$ cat config.mk
export PLATFORM = sky130hd
export DESIGN_NAME = flash_spi_front
export DESIGN_NICKNAME = d
export VERILOG_FILES = /design/src/flash_pin_sync.v /design/src/flash_spi_front.v
export VERILOG_INCLUDE_DIRS = /design/src
export SDC_FILE = /design/constraint.sdc
export NUM_CORES = 1
export LEC_CHECK = 0
export ABC_AREA = 1
export CAP_MARGIN = 0
export CORE_UTILIZATION = 40
export CTS_BUF_LIST = sky130_fd_sc_hd__clkbuf_4
export DETAILED_ROUTE_END_ITERATION = 16
export DONT_BUFFER_PORTS = 1
export HOLD_SLACK_MARGIN = 0.12
export SETUP_SLACK_MARGIN = 0.5
export SLEW_MARGIN = 20
export SYNTH_ARGS = -nofsm -noshare
export SYNTH_HDL_FRONTEND = slang
export SYNTH_SLANG_ARGS = --single-unit
$ cat constraint.sdc
create_clock -name I_REF_CLK -period 2 [get_ports I_REF_CLK]
set_clock_uncertainty 0.15 [all_clocks]
set_input_delay 0.2 -clock I_REF_CLK [delete_from_list [all_inputs] [get_ports I_REF_CLK]]
set_output_delay 0.2 -clock I_REF_CLK [all_outputs]
set_load 0.02 [all_outputs]
$ cat src/flash_spi_regs.vh
// constants for the serial flash front end: pin-side commands, status layout,
// register map of the AXI4-Lite control port and memory geometry.
// assumes one 100 MHz system clock and an external SPI master on the pins.
`ifndef FLASH_SPI_REGS_VH
`define FLASH_SPI_REGS_VH

// serial commands
`define CMD_WRITE_STATUS 8'h01
`define CMD_READ_DATA 8'h03
`define CMD_WRITE_DISABLE 8'h04
`define CMD_READ_STATUS 8'h05
`define CMD_WRITE_ENABLE 8'h06

// status byte layout
`define ST_BUSY 0
`define ST_WEL 1
`define ST_BP_LO 2
`define ST_BP_HI 5
`define ST_AAI 6
`define ST_LOCK 7
`define BP_RESET 4'hF
`define LOCK_RESET 1'b0

// AXI4-Lite register byte offsets
`define REG_CTRL 6'h00
`define REG_STATUS 6'h04
`define REG_TX_DATA 6'h08
`define REG_RX 6'h0C
`define REG_ADDR 6'h10
`define REG_GEOM 6'h14

// control register bits
`define CTRL_BUSY 0
`define CTRL_AAI 1
`define CTRL_RB_EN 2

// geometry: address shifts for 4K sector, 32K and 64K blocks
`define SECTOR_SHIFT 12
`define BLK32_SHIFT 15
`define BLK64_SHIFT 16

`define RESP_OKAY 2'h0
`define RESP_SLVERR 2'h2

`endif

$ cat src/flash_pin_sync.v
// three-stage synchroniser for asynchronous pin inputs.
// output follows only when stages two and three agree.
`timescale 1ns/1ps
module flash_pin_sync #(
  parameter W = 1,
  parameter [W-1:0] RST_VAL = {W{1'b0}}
) (
  // clock and reset
  input wire i_clk,
  input wire i_arst_n,
  // pins in, filtered levels out
  input wire [W-1:0] i_pin,
  output wire [W-1:0] o_lvl
);

  genvar g;
  generate
    for (g = 0; g < W; g = g + 1) begin : bit_sync
      reg s1_q;
      reg s2_q;
      reg s3_q;
      reg f_q;
      always @(posedge i_clk or negedge i_arst_n) begin
        if (!i_arst_n) begin
          s1_q <= RST_VAL[g];
          s2_q <= RST_VAL[g];
          s3_q <= RST_VAL[g];
          f_q <= RST_VAL[g];
        end else begin
          s1_q <= i_pin[g];
          s2_q <= s1_q;
          s3_q <= s2_q;
          if (s2_q == s3_q) begin
            f_q <= s3_q;
          end
        end
      end
      assign o_lvl[g] = f_q;
    end
  endgenerate

endmodule // flash_pin_sync

$ cat src/flash_spi_front.v
// serial flash SPI front end: pin sampling, shifting, pause, status
// register write protection, and an AXI4-Lite control port.
// assumes SCK well below a quarter of I_REF_CLK; pins are asynchronous.
`timescale 1ns/1ps
`include "flash_spi_regs.vh"
module flash_spi_front (
  // system
  input wire I_REF_CLK,
  input wire I_ARST_N,
  // serial pins
  input wire I_SCK,
  input wire I_CE_N,
  input wire I_SI,
  input wire I_HOLD_N,
  input wire I_WP_N,
  output wire O_SO,
  output wire O_SO_OE,
  // axi4-lite write address and data
  input wire I_AWVALID,
  output wire O_AWREADY,
  input wire [5:0] I_AWADDR,
  input wire I_WVALID,
  output wire O_WREADY,
  input wire [31:0] I_WDATA,
  input wire [3:0] I_WSTRB,
  // axi4-lite write response
  output wire O_BVALID,
  input wire I_BREADY,
  output wire [1:0] O_BRESP,
  // axi4-lite read
  input wire I_ARVALID,
  output wire O_ARREADY,
  input wire [5:0] I_ARADDR,
  output wire O_RVALID,
  input wire I_RREADY,
  output wire [31:0] O_RDATA,
  output wire [1:0] O_RRESP
);

  localparam PH_CMD = 2'h0;
  localparam PH_ADDR = 2'h1;
  localparam PH_DATA = 2'h2;

  // filtered pin levels
  wire sck_f;
  wire ce_n_f;
  wire si_f;
  wire hold_n_f;
  wire wp_n_f;

  // pins idle high except the clock and data
  flash_pin_sync #(
    .W(5),
    .RST_VAL(5'h1C)
  ) u_sync (
    .i_clk(I_REF_CLK),
    .i_arst_n(I_ARST_N),
    .i_pin({I_WP_N, I_HOLD_N, I_CE_N, I_SI, I_SCK}),
    .o_lvl({wp_n_f, hold_n_f, ce_n_f, si_f, sck_f})
  );

  reg sck_p_q;
  reg ce_n_p_q;
  reg sel_q;
  reg hold_q;
  reg mode3_q;
  reg [1:0] phase_q;
  reg [2:0] bit_q;
  reg [1:0] abyte_q;
  reg [7:0] rx_q;
  reg [7:0] cmd_q;
  reg [7:0] last_q;
  reg [23:0] addr_q;
  reg [7:0] tx_q;
  reg [2:0] tx_cnt_q;
  reg drive_q;
  reg so_q;
  reg wel_q;
  reg [3:0] bp_q;
  reg lock_q;
  reg [2:0] ctrl_q;
  reg [7:0] tx_data_q;

  wire sck_rise = sck_f & ~sck_p_q;
  wire sck_fall = ~sck_f & sck_p_q;
  wire ce_fall = ~ce_n_f & ce_n_p_q;
  wire active = sel_q & ~ce_n_f & ~hold_q;
  wire [7:0] rx_next = {rx_q[6:0], si_f};
  wire byte_done = active & sck_rise & (bit_q == 3'h7);
  wire busy = ctrl_q[`CTRL_BUSY];
  wire auto_increment_program = ctrl_q[`CTRL_AAI];
  wire locked = ~wp_n_f & lock_q;
  wire rb_mode = auto_increment_program & ctrl_q[`CTRL_RB_EN];
  wire [7:0] status = {lock_q, auto_increment_program, bp_q, wel_q, busy};

  // edge history always tracks, so no false edge after pause
  always @(posedge I_REF_CLK or negedge I_ARST_N) begin
    if (!I_ARST_N) begin
      sck_p_q <= 1'b0;
      ce_n_p_q <= 1'b1;
    end else begin
      sck_p_q <= sck_f;
      ce_n_p_q <= ce_n_f;
    end
  end

  // selection and pause
  always @(posedge I_REF_CLK or negedge I_ARST_N) begin
    if (!I_ARST_N) begin
      sel_q <= 1'b0;
      hold_q <= 1'b0;
      mode3_q <= 1'b0;
    end else if (ce_n_f) begin
      sel_q <= 1'b0;
      hold_q <= 1'b0;
    end else begin
      if (ce_fall) begin
        sel_q <= 1'b1;
        mode3_q <= sck_f;
      end
      // pause changes state only at clock-low phase
      if (sel_q && !sck_f) begin
        hold_q <= ~hold_n_f;
      end
    end
  end

  // input shifter, sequence position frozen while paused
  always @(posedge I_REF_CLK or negedge I_ARST_N) begin
    if (!I_ARST_N) begin
      phase_q <= PH_CMD;
      bit_q <= 3'h0;
      abyte_q <= 2'h0;
      rx_q <= 8'h00;
      cmd_q <= 8'h00;
      last_q <= 8'h00;
      addr_q <= 24'h000000;
    end else if (ce_n_f || ce_fall) begin
      phase_q <= PH_CMD;
      bit_q <= 3'h0;
      abyte_q <= 2'h0;
    end else if (active && sck_rise) begin
      rx_q <= rx_next;
      bit_q <= bit_q + 3'h1;
      if (bit_q == 3'h7) begin
        last_q <= rx_next;
        case (phase_q)
          PH_CMD: begin
            cmd_q <= rx_next;
            if (rx_next == `CMD_READ_DATA) begin
              phase_q <= PH_ADDR;
            end else begin
              phase_q <= PH_DATA;
            end
          end
          PH_ADDR: begin
            addr_q <= {addr_q[15:0], rx_next};
            abyte_q <= abyte_q + 2'h1;
            if (abyte_q == 2'h2) begin
              phase_q <= PH_DATA;
            end
          end
          PH_DATA: begin
            phase_q <= PH_DATA;
          end
          default: begin
            phase_q <= PH_CMD;
          end
        endcase
      end
    end
  end

  // status register: enable latch, block protect and lock
  always @(posedge I_REF_CLK or negedge I_ARST_N) begin
    if (!I_ARST_N) begin
      wel_q <= 1'b0;
      bp_q <= `BP_RESET;
      lock_q <= `LOCK_RESET;
    end else if (byte_done) begin
      if (phase_q == PH_CMD) begin
        if (rx_next == `CMD_WRITE_ENABLE) begin
          wel_q <= 1'b1;
        end else if (rx_next == `CMD_WRITE_DISABLE) begin
          wel_q <= 1'b0;
        end
      end else if (phase_q == PH_DATA && cmd_q == `CMD_WRITE_STATUS) begin
        wel_q <= 1'b0;
        // refused when pin low and lock set, so lock holds itself
        if (wel_q && !busy && !locked) begin
          bp_q <= rx_next[`ST_BP_HI:`ST_BP_LO];
          lock_q <= rx_next[`ST_LOCK];
        end
      end
    end
  end

  // output shifter, loaded at rise, shifted out on falls
  always @(posedge I_REF_CLK or negedge I_ARST_N) begin
    if (!I_ARST_N) begin
      tx_q <= 8'h00;
      tx_cnt_q <= 3'h0;
      drive_q <= 1'b0;
      so_q <= 1'b0;
    end else if (ce_n_f || ce_fall) begin
      drive_q <= 1'b0;
      tx_cnt_q <= 3'h0;
    end else if (byte_done && !drive_q) begin
      if (phase_q == PH_CMD && rx_next == `CMD_READ_STATUS) begin
        tx_q <= status;
        drive_q <= 1'b1;
      end else if (phase_q == PH_ADDR && abyte_q == 2'h2) begin
        tx_q <= tx_data_q;
        drive_q <= 1'b1;
      end
    end else if (active && sck_fall && drive_q) begin
      so_q <= tx_q[7];
      tx_cnt_q <= tx_cnt_q + 3'h1;
      if (tx_cnt_q == 3'h7) begin
        // status repeats; data repeats the software byte
        if (cmd_q == `CMD_READ_STATUS) begin
          tx_q <= status;
        end else begin
          tx_q <= tx_data_q;
        end
      end else begin
        tx_q <= {tx_q[6:0], 1'b0};
      end
    end
  end

  // ready/busy shows low while busy, only outside a read
  assign O_SO = drive_q ? so_q : ~busy;
  assign O_SO_OE = sel_q & ~ce_n_f & ~hold_q & (drive_q | rb_mode);

  // axi4-lite slave
  reg aw_have_q;
  reg w_have_q;
  reg [5:0] awaddr_q;
  reg [31:0] wdata_q;
  reg [3:0] wstrb_q;
  reg bvalid_q;
  reg [1:0] bresp_q;
  reg rvalid_q;
  reg [31:0] rdata_q;
  reg [1:0] rresp_q;
  reg [31:0] rd_d;
  reg rd_ok_d;

  assign O_AWREADY = ~aw_have_q & ~bvalid_q;
  assign O_WREADY = ~w_have_q & ~bvalid_q;
  assign O_BVALID = bvalid_q;
  assign O_BRESP = bresp_q;
  assign O_ARREADY = ~rvalid_q;
  assign O_RVALID = rvalid_q;
  assign O_RDATA = rdata_q;
  assign O_RRESP = rresp_q;

  wire do_write = aw_have_q & w_have_q & ~bvalid_q;
  wire wr_ctrl = do_write && awaddr_q == `REG_CTRL;
  wire wr_tx = do_write && awaddr_q == `REG_TX_DATA;

  always @(posedge I_REF_CLK or negedge I_ARST_N) begin
    if (!I_ARST_N) begin
      aw_have_q <= 1'b0;
      w_have_q <= 1'b0;
      awaddr_q <= 6'h00;
      wdata_q <= 32'h00000000;
      wstrb_q <= 4'h0;
      bvalid_q <= 1'b0;
      bresp_q <= `RESP_OKAY;
    end else begin
      if (I_AWVALID && O_AWREADY) begin
        aw_have_q <= 1'b1;
        awaddr_q <= I_AWADDR;
      end
      if (I_WVALID && O_WREADY) begin
        w_have_q <= 1'b1;
        wdata_q <= I_WDATA;
        wstrb_q <= I_WSTRB;
      end
      if (do_write) begin
        aw_have_q <= 1'b0;
        w_have_q <= 1'b0;
        bvalid_q <= 1'b1;
        if (wr_ctrl || wr_tx) begin
          bresp_q <= `RESP_OKAY;
        end else begin
          bresp_q <= `RESP_SLVERR;
        end
      end else if (bvalid_q && I_BREADY) begin
        bvalid_q <= 1'b0;
      end
    end
  end

  // software-driven busy and program mode steer the pin logic
  always @(posedge I_REF_CLK or negedge I_ARST_N) begin
    if (!I_ARST_N) begin
      ctrl_q <= 3'h0;
      tx_data_q <= 8'h00;
    end else begin
      if (wr_ctrl && wstrb_q[0]) begin
        ctrl_q <= wdata_q[2:0];
      end
      if (wr_tx && wstrb_q[0]) begin
        tx_data_q <= wdata_q[7:0];
      end
    end
  end

  always @* begin
    rd_d = 32'h00000000;
    rd_ok_d = 1'b1;
    case (I_ARADDR)
      `REG_CTRL: begin
        rd_d = {29'h00000000, ctrl_q};
      end
      `REG_STATUS: begin
        rd_d = {24'h000000, status};
      end
      `REG_TX_DATA: begin
        rd_d = {24'h000000, tx_data_q};
      end
      `REG_RX: begin
        rd_d = {13'h0000, hold_q, mode3_q, sel_q, last_q, cmd_q};
      end
      `REG_ADDR: begin
        rd_d = {8'h00, addr_q};
      end
      `REG_GEOM: begin
        rd_d[7:0] = addr_q[`BLK64_SHIFT+7:`BLK64_SHIFT];
        rd_d[15:8] = addr_q[`BLK32_SHIFT+7:`BLK32_SHIFT];
        rd_d[27:16] = addr_q[`SECTOR_SHIFT+11:`SECTOR_SHIFT];
      end
      default: begin
        rd_ok_d = 1'b0;
      end
    endcase
  end

  always @(posedge I_REF_CLK or negedge I_ARST_N) begin
    if (!I_ARST_N) begin
      rvalid_q <= 1'b0;
      rdata_q <= 32'h00000000;
      rresp_q <= `RESP_OKAY;
    end else if (I_ARVALID && O_ARREADY) begin
      rvalid_q <= 1'b1;
      rdata_q <= rd_d;
      rresp_q <= rd_ok_d ? `RESP_OKAY : `RESP_SLVERR;
    end else if (rvalid_q && I_RREADY) begin
      rvalid_q <= 1'b0;
    end
  end

endmodule // flash_spi_front

==> flow_summary.ini, run 1 <==
[cts]
clkSinkCount = 158
cts.reportedPaths.clkPinSlew_ns = 0.15
tritoncts = done
cts_buffers = 17
cts-root-buf = clkbuf_4
htreeDepth = 4
ctsLongestPathBuffers = 2
insertion_delay_ns = 0.57

[global_routing]
grt_pass1_vias = 5368
grt_pass1_wl_mm = 28.50
antenna_found_initial = 0
grt.overflow.total = 0
grt_max_degree = 159
grt_usage_pct = 20.31

[yosys]
avgSynthCellArea_sq_um = 8.791
ys_ff_latch = 158
synth_warnings = 0
yosysSeqAreaShare_pct = 55.76
syn_area_sq_um = 7129
syn-instance-count = 811
synth_cell_type_count = 42

[final_layout]
final_common_cell = nand2_1
drive_gt1_share_pct = 25.08
final_area_sq_um = 9100
final_cell_mix = nand2_1 (235), dfrtp_1 (136), inv_1 (74)
nets = 994
syn_to_final_growth_pct = 27.64
finalCoreUtilization_pct = 52.43
fin_cells = 1162
final.fill_count = 1567
n_antenna_cell = 0

[timing]
period_needed_ns = 1.827
rsz0062_at_grt = true
report.final.slew_viol_count = 0
hold_viol = 158
finalSetupViolations = 0
fin_crit_sh_pct = 91.34
fmax_mhz = 547.4
fin_tns_setup_ns = 0
hold_ws_ns = -0.8528

[floorplan]
dieArea_sq_um = 18360
core_area_sq_um = 17360
rows = 48
die_h_microns = 135.5
io_pins = 103
floorplan.initialDensity_pct = 41.08
die_w_microns = 135.5

[setup_path]
path_class = reg -> reg
critPathArrivalTime_ns = 2.13
crit_top_cell = nand3_4
cp-startpoint = hold_q
cp.required_ns = 2.30
reg2reg_from = hold_q
start_kind = flop
slowest_delay_ns = 0.45
cp_max_fo = 12
endpoint_kind = flop
crit_slowest_cell = dfrtp_2
cp_cell_sequence = nor3_4 > buf_4 > nand3_4 > inv_4 > nand3_4 > buf_12 > nor2_1 > a21oi_1

[route]
dr.pass1.iters = 5
routed_wl_mm = 17.98
drc_errors = 0
post_drt_wl_per_cell_microns = 15.47
vias = 5815
via_per_inst = 5.004
final_antenna_net_count = 0
drtIter0Drc = 352

[placement]
postPlaceCellArea_sq_um = 7522
place_congestion = 0.8238
post-place-cells = 1037
dp_hpwl_mm = 11.46
port_buffers = 0

[min_path]
hold_path_class = in -> async

[power]
power_density_nw_per_um2 = 812.6
power_switching_mw = 2.257
p_clk_share_pct = 27.8
ir_drop_mv = 0.8407
netSwitchingFraction_pct = 30.52
power_frac_comb_pct = 19.2
power_mw = 7.395
seqPwrFrac_pct = 53.0
leakage_nw = 4.241
p_int_mw = 5.138

[flow_run]
drv_cap = 0

[run_status]
violations = hold timing
status = finished with violations
==> synthesized netlist by cell type, drive strengths merged <==
library cell | instances | area [sq um]
nand2 | 254 | 965.9
dfrtp | 141 | 3528
o21ai | 94 | 493.0
inv | 91 | 341.6
nor2 | 50 | 236.5
nand3 | 44 | 250.2
a21oi | 23 | 115.1
buf | 19 | 123.9
dfstp | 17 | 446.7
o22ai | 13 | 81.33
ha | 9 | 112.6
clkbuf | 8 | 30.03
mux2 | 8 | 90.09
nand4 | 7 | 43.79
nor3 | 6 | 51.30
maj3 | 5 | 50.05
o211ai | 5 | 37.54
a22oi | 4 | 30.03
a22o | 2 | 17.52
nand3b | 2 | 18.77
o221ai | 2 | 17.52
or2 | 2 | 12.51
a311oi | 1 | 8.760
conb | 1 | 3.750
nor3b | 1 | 7.510
o21a | 1 | 7.510
o31ai | 1 | 7.510
==> sequential cells by signal, summed over array words and instances (netlist names), 3 cells and up <==
| signal | cells |
|---|---|
| u_sync.bit_sync.f_q | 5 |
| u_sync.bit_sync.s3_q | 5 |
| tx_q | 8 |
| tx_cnt_q | 3 |
| last_q | 8 |
| cmd_q | 8 |
| awaddr_q | 6 |
| bp_q | 4 |
| ctrl_q | 3 |
| tx_data_q | 8 |
| u_sync.bit_sync.s1_q | 5 |
| addr_q | 24 |
| rx_q | 7 |
| O_RDATA | 28 |
| bit_q | 3 |
| wdata_q | 8 |
| u_sync.bit_sync.s2_q | 5 |
==> cells by family after synthesis <==
group | Yosys count | share of synthesized area [%]
buf+inv | 118 | 6.950
simple gates | 366 | 22.25
flops | 158 | 55.76
other cells | 1 | 0.05260
fa+ha+maj | 14 | 2.282
compound gates | 146 | 11.44
mux | 8 | 1.264
==> worst paths after layout <==
check                                           to  slack [ns]  depth (start not counted)
max                                     addr_q[15]        0.17                          8
min                                     addr_q[21]       -0.85                          0
max reg2reg                             addr_q[15]        0.17                          8
min reg2reg                u_sync.bit_sync[4].s2_q        0.20                          0
max in group asynchronous  u_sync.bit_sync[2].s3_q        2.18                          0
min in group I_REF_CLK                 O_RDATA[27]        0.02                          7
==> per-stage QoR <==
stage	worst slack (ns)	hold WS [ns]
finish	0.1732	-0.8528
global route	0.07934	-0.9143
CTS	0.09800	-0.8778
detailed placement	0.1613	-0.2426
global placement	0.1890	-0.2419
floorplan	0.3525	-0.2456
==> timing repair <==
item                                    4_1_cts  5_1_grt
gates resized for setup                      64       71
gates cloned                                  5        3
endpoints found under the setup margin      105      123
buffers inserted                             25       22
pin swaps                                    22       27
hold buffers                                 37        2
endpoints found under the hold margin       211      174
==> power by group through the flow <==
stage,clock network (mW),registers [mW],logic (mW)
2_1_floorplan,0,3.84,0.779
3_3_place_gp,0,3.93,0.963
3_5_place_dp,0,3.94,0.989
4_1_cts,2.10,3.90,1.25
5_1_grt,2.25,3.96,1.57
6_report,2.05,3.92,1.42
==> critical path, delay by kind of cell (launching register included) <==
kind,cells,cell delay (ns)
AND/OR/NAND/NOR,4,0.59
flip-flops,1,0.45
AO/OA/AOI/OAI,1,0.05
buffers and inverters,3,0.48
==> area by class of cell <==
cell class	count	area, sq um	area share [%]
repair buffers	111	1092	12.00
repair inverters	3	20.02	0.2200
inverters	91	367.9	4.042
multi-input cells	543	3060	33.63
flip-flops and latches	158	3981	43.75
clock inverters	10	138.9	1.526
clock buffers	21	157.7	1.732
well taps	225	281.5	3.094
==> metal layers <==
layer / GRT usage (%) / wire, microns
met1: 27.39 / 8234
met2: 31.88 / 8369
met3: 4.676 / 923
met4: 7.366 / 453
met5: 0 / 0
Power figures use the tool's default switching activity.
==> run 2, diff against run 1 <==
--- a/config.mk
+++ b/config.mk
@@ -8,11 +8,11 @@
 export LEC_CHECK = 0
 export ABC_AREA = 1
 export CAP_MARGIN = 0
+export CORE_MARGIN = 1.5
 export CORE_UTILIZATION = 40
 export CTS_BUF_LIST = sky130_fd_sc_hd__clkbuf_4
 export DETAILED_ROUTE_END_ITERATION = 16
 export DONT_BUFFER_PORTS = 1
-export HOLD_SLACK_MARGIN = 0.12
 export SETUP_SLACK_MARGIN = 0.5
 export SLEW_MARGIN = 20
 export SYNTH_ARGS = -nofsm -noshare
==> flow_summary.ini, run 2 (synthesis gave the netlist of run 1 again) <==
[final_layout]
largest_register_ffs = 28
final_area_sq_um = 9341
n_antenna_cell = 0
syn_to_final_growth_pct = 31.03
nets = 986
final_common_cell = nand2_1
drive_gt1_share_pct = 30.11
finalCoreUtilization_pct = 53.82
final_cell_mix = nand2_1 (203), dfrtp_1 (134), inv_1 (75)

[floorplan]
rows = 48
floorplan.initialDensity_pct = 41.08
core_area_sq_um = 17360
die_h_microns = 136.5
die_w_microns = 136.5
io_pins = 103
dieArea_sq_um = 18630

[timing]
period_needed_ns = 1.847
fin_crit_sh_pct = 92.33
fmax_mhz = 541.6
report.final.slew_viol_count = 0
rsz0062_at_grt = true
hold_viol = 162
fin_tns_setup_ns = 0
finalSetupViolations = 0
hold_ws_ns = -0.8525
layout_setup_ws_ns = 0.1535

[setup_path]
start_kind = flop
critPathArrivalTime_ns = 2.19
cp_cell_sequence = inv_2 > nor3_4 > buf_6 > nand3_4 > buf_12 > nor2_8 > nand3_4 > nand2_8 > nand2_2 > nand2_2
slowest_delay_ns = 0.38
r2r-end = tx_q[0]
crit_slowest_cell = dfrtp_1
endpoint_kind = flop
reg2reg_from = sel_q
r2r_slack_ns = 0.15
worstRegToRegCells = 10
path_class = reg -> reg
cp.required_ns = 2.35
cp_max_fo = 8

[run_status]
status = finished with violations
violations = hold timing

[route]
routed-wl-met3_microns = 983
via_per_inst = 5.070
drtIter0Drc = 372
route.met2.wl_mm = 8.351
post_drt_wl_per_cell_microns = 15.86
maxUsedRoutingLayer = met4
vias = 5856
final_antenna_net_count = 0
drt-met1-wl_mm = 8.449
routed_wl_mm = 18.32
drc_errors = 0
dr.pass1.iters = 5

[cts]
tritoncts = done
cts-root-buf = clkbuf_4
clkSinkCount = 158
insertion_delay_ns = 0.57
htreeDepth = 4
ctsLongestPathBuffers = 2
cts.reportedPaths.clkPinSlew_ns = 0.15
cts_buffers = 17

[placement]
dp_slack_ns = 0.1869
dp_hpwl_mm = 11.38
port_buffers = 0
postPlaceCellArea_sq_um = 7537
place_congestion = 0.8311

[power]
leakage_nw = 4.331
power_density_nw_per_um2 = 780.0
ir_drop_mv = 0.9856

[global_routing]
grt_pass1_vias = 5440
grt.overflow.total = 0
grt_pass1_wl_mm = 28.39
antenna_found_initial = 0
grt_usage_pct = 19.85
grt_max_degree = 159

[min_path]
hold_path_class = in -> async

[flow_run]
drv_cap = 0
## run 2: what timing repair did
item / 4_1_cts / 5_1_grt
setup buffers: 22 / 14
endpoints found under the hold margin: 211 / 167
resized for setup: 63 / 141
hold buffers: 32 / 5
setup endpoints to repair: 105 / 130
gates cloned: 6 / 5
pin swaps: 21 / 33
## run 2: layout make-up
type	count	area (sq um)
Tap cell	225	281.5
Inverter	91	366.6
Fill cell	1539	8015
Clock inverter	13	142.6
Clock buffer	19	142.6
Multi-Input combinational cell	542	3257
Timing Repair Buffer	105	1155
Timing Repair inverter	2	12.51
Sequential cell	158	3984
## run 2: per-layer routing
layer / up-vias / track usage, %
met5: - / 0
met1: 2823 / 27.04
met2: 154 / 30.26
met4: 0 / 6.678
li1: 2844 / -
met3: 35 / 5.815
## run 2: power by group
part           internal, mW  leakage [nW]  switching [mW]
clock                 0.775         0.150            1.18
sequential             3.56          2.05           0.356
combinational         0.643          2.13           0.773
total                  4.98          4.33            2.31
## run 2: worst max-delay path: cells and delay by family, from the launching register on
kind,cells,cell delay [ns]
and+or+nand+nor,7,0.91
DFF,1,0.38
buffers and inverters,3,0.37
## run 2: worst max path at each step
| stage | slack [ns] | cells past startpoint | endpoint | start |
|---|---|---|---|---|
| floorplan | 0.35 | 12 | tx_q[0] | phase_q[1] |
| global placement | 0.18 | 12 | tx_q[7] | phase_q[1] |
| detailed placement | 0.19 | 12 | tx_q[7] | phase_q[1] |
| CTS | 0.11 | 3 | O_SO_OE | hold_q |
| global route | 0.06 | 11 | tx_q[5] | sel_q |
| finish | 0.15 | 10 | tx_q[0] | sel_q |
## run 2: per-stage QoR
step	hold slack, ns	cells	power, mW
CTS	-0.8891	1131	7.199
global placement	-0.2420	1039	4.914
detailed placement	-0.2426	1039	4.946
global route	-0.9192	1155	7.693
floorplan	-0.2456	816	4.615
finish	-0.8525	1155	7.286
==> run 3, diff against run 2 <==
--- a/config.mk
+++ b/config.mk
@@ -8,6 +8,7 @@
 export LEC_CHECK = 0
 export ABC_AREA = 1
 export CAP_MARGIN = 0
+export CORE_ASPECT_RATIO = 0.6
 export CORE_MARGIN = 1.5
 export CORE_UTILIZATION = 40
 export CTS_BUF_LIST = sky130_fd_sc_hd__clkbuf_4
==> flow_summary.ini, run 3 (synthesis gave the netlist of run 1 again) <==
[cts]
clkSinkCount = 158
htreeDepth = 4
cts_buffers = 17
cts.reportedPaths.clkPinSlew_ns = 0.15
tritoncts = done
ctsLongestPathBuffers = 2
cts-root-buf = clkbuf_4
insertion_delay_ns = 0.58

[setup_path]
cp_max_fo = 2
cp.required_ns = 1.65
worstRegToRegCells = 9
critPathArrivalTime_ns = 1.44
crit_slowest_cell = dfrtp_1
start_kind = flop
crit_top_cell = inv_2
endpoint_kind = output pin
path_buf_inv = 2
path_class = reg -> out
cp.depth = 4
worst_path_dominant_cell_family = flip-flops
slowest_delay_ns = 0.39
cp_cell_sequence = inv_2 > nor3_4 > inv_2 > nor2_4

[timing]
fin_tns_setup_ns = 0
finalSetupViolations = 0
period_needed_ns = 1.793
rsz0062_at_grt = true
fmax_mhz = 557.6
report.final.slew_viol_count = 0
hold_ws_ns = -0.8411
fin_crit_sh_pct = 89.67
hold_viol = 160

[floorplan]
die_h_microns = 106.4
dieArea_sq_um = 18660
floorplan.initialDensity_pct = 41.29
rows = 37
io_pins = 103
core_area_sq_um = 17270
die_w_microns = 175.4

[flow_run]
drv_cap = 0

[global_routing]
antenna_found_initial = 0
grt_usage_pct = 20.77
grt_max_degree = 159
grt.overflow.total = 0
grt_pass1_vias = 5295
grt_pass1_wl_mm = 29.50

[run_status]
violations = hold timing
status = finished with violations

[power]
power_density_nw_per_um2 = 822.6
leakage_nw = 4.187
ir_drop_mv = 0.7909

[route]
dr.pass1.iters = 5
routed_wl_mm = 18.61
vias = 5776
drtIter0Drc = 504
drc_errors = 0
post_drt_wl_per_cell_microns = 15.99
final_antenna_net_count = 0
via_per_inst = 4.962

[final_layout]
nets = 986
final_cell_mix = nand2_1 (231), dfrtp_1 (137), inv_1 (72)
final_common_cell = nand2_1
largest_register_ffs = 28
syn_to_final_growth_pct = 26.61
n_antenna_cell = 0
drive_gt1_share_pct = 25.91
fin_cells = 1164

[placement]
dp_hpwl_mm = 12.44
port_buffers = 0
post-place-cells = 1050
place_congestion = 0.8592

[min_path]
hold_path_class = in -> async
-- run 3: cell count changes in the layout (fill, tap and decap cells not counted), sizes merged --
cell         delta
buf             +4
clkbuf          -4
dlygate4sd3     -2
clkinv          -1
clkinvlp        +1
inv             +1
nand2           +1
-- run 3: layer usage --
layer | GRT usage (%) | vias to the layer above | wire length (microns)
li1 | - | 2845 | -
met1 | 33.37 | 2732 | 9747
met2 | 26.11 | 171 | 7106
met3 | 6.438 | 28 | 1511
met4 | 5.006 | 0 | 248
met5 | 0 | - | 0
-- run 3: path summary, 6_finish.rpt --
check | from | endpoint | slack [ns]
max | sel_q | O_SO_OE | 0.21
min | I_ARST_N | addr_q[6] | -0.84
max reg2reg | sel_q | addr_q[7] | 0.21
min reg2reg | u_sync.bit_sync[0].s1_q | u_sync.bit_sync[0].s2_q | 0.22
max in group asynchronous | I_ARST_N | bp_q[2] | 2.27
min in group I_REF_CLK | I_ARADDR[4] | O_RDATA[8] | -0.03
-- run 3: through the flow --
| step | setup WS (ns) | util, % | area (sq um) | hold WS [ns] | power (mW) |
|---|---|---|---|---|---|
| 6_report | 0.2065 | 52.27 | 9026 | -0.8411 | 7.425 |
| 5_1_grt | 0.1094 | 52.27 | 9026 | -0.9001 | 7.816 |
| 4_1_cts | 0.1471 | 50.32 | 8690 | -0.8782 | 7.286 |
| 3_5_place_dp | 0.1570 | 43.73 | 7551 | -0.2333 | 4.946 |
| 3_3_place_gp | 0.1826 | 43.73 | 7551 | -0.2331 | 4.921 |
| 2_1_floorplan | 0.3525 | - | 7237 | -0.2456 | 4.615 |
-- run 3: layout make-up --
class                      count  area, sq um
timing repair buffer         105        993.5
inverter                      91        356.6
fill                        1550         8242
clock buffer                  17        127.6
sequential                   158         3980
clock inverter                15        165.2
multi-input combinational    543         3105
tap                          234        292.8
timing repair inverter         1        5.005
-- run 3: power breakdown --
group,total (mW),internal [mW],switching [mW]
sequential,3.93,3.56,0.370
combinational,1.49,0.690,0.797
clock,2.01,0.759,1.25
total,7.43,5.01,2.42
-- run 3: timing repair --
action / in CTS / in global routing
setup endpoints to repair: 105 / 125
gates resized for setup: 76 / 65
buffers inserted: 29 / 13
hold buffers: 33 / 3
pin swaps: 31 / 28
hold endpoints to repair: 211 / 164
cloned: 4 / 1
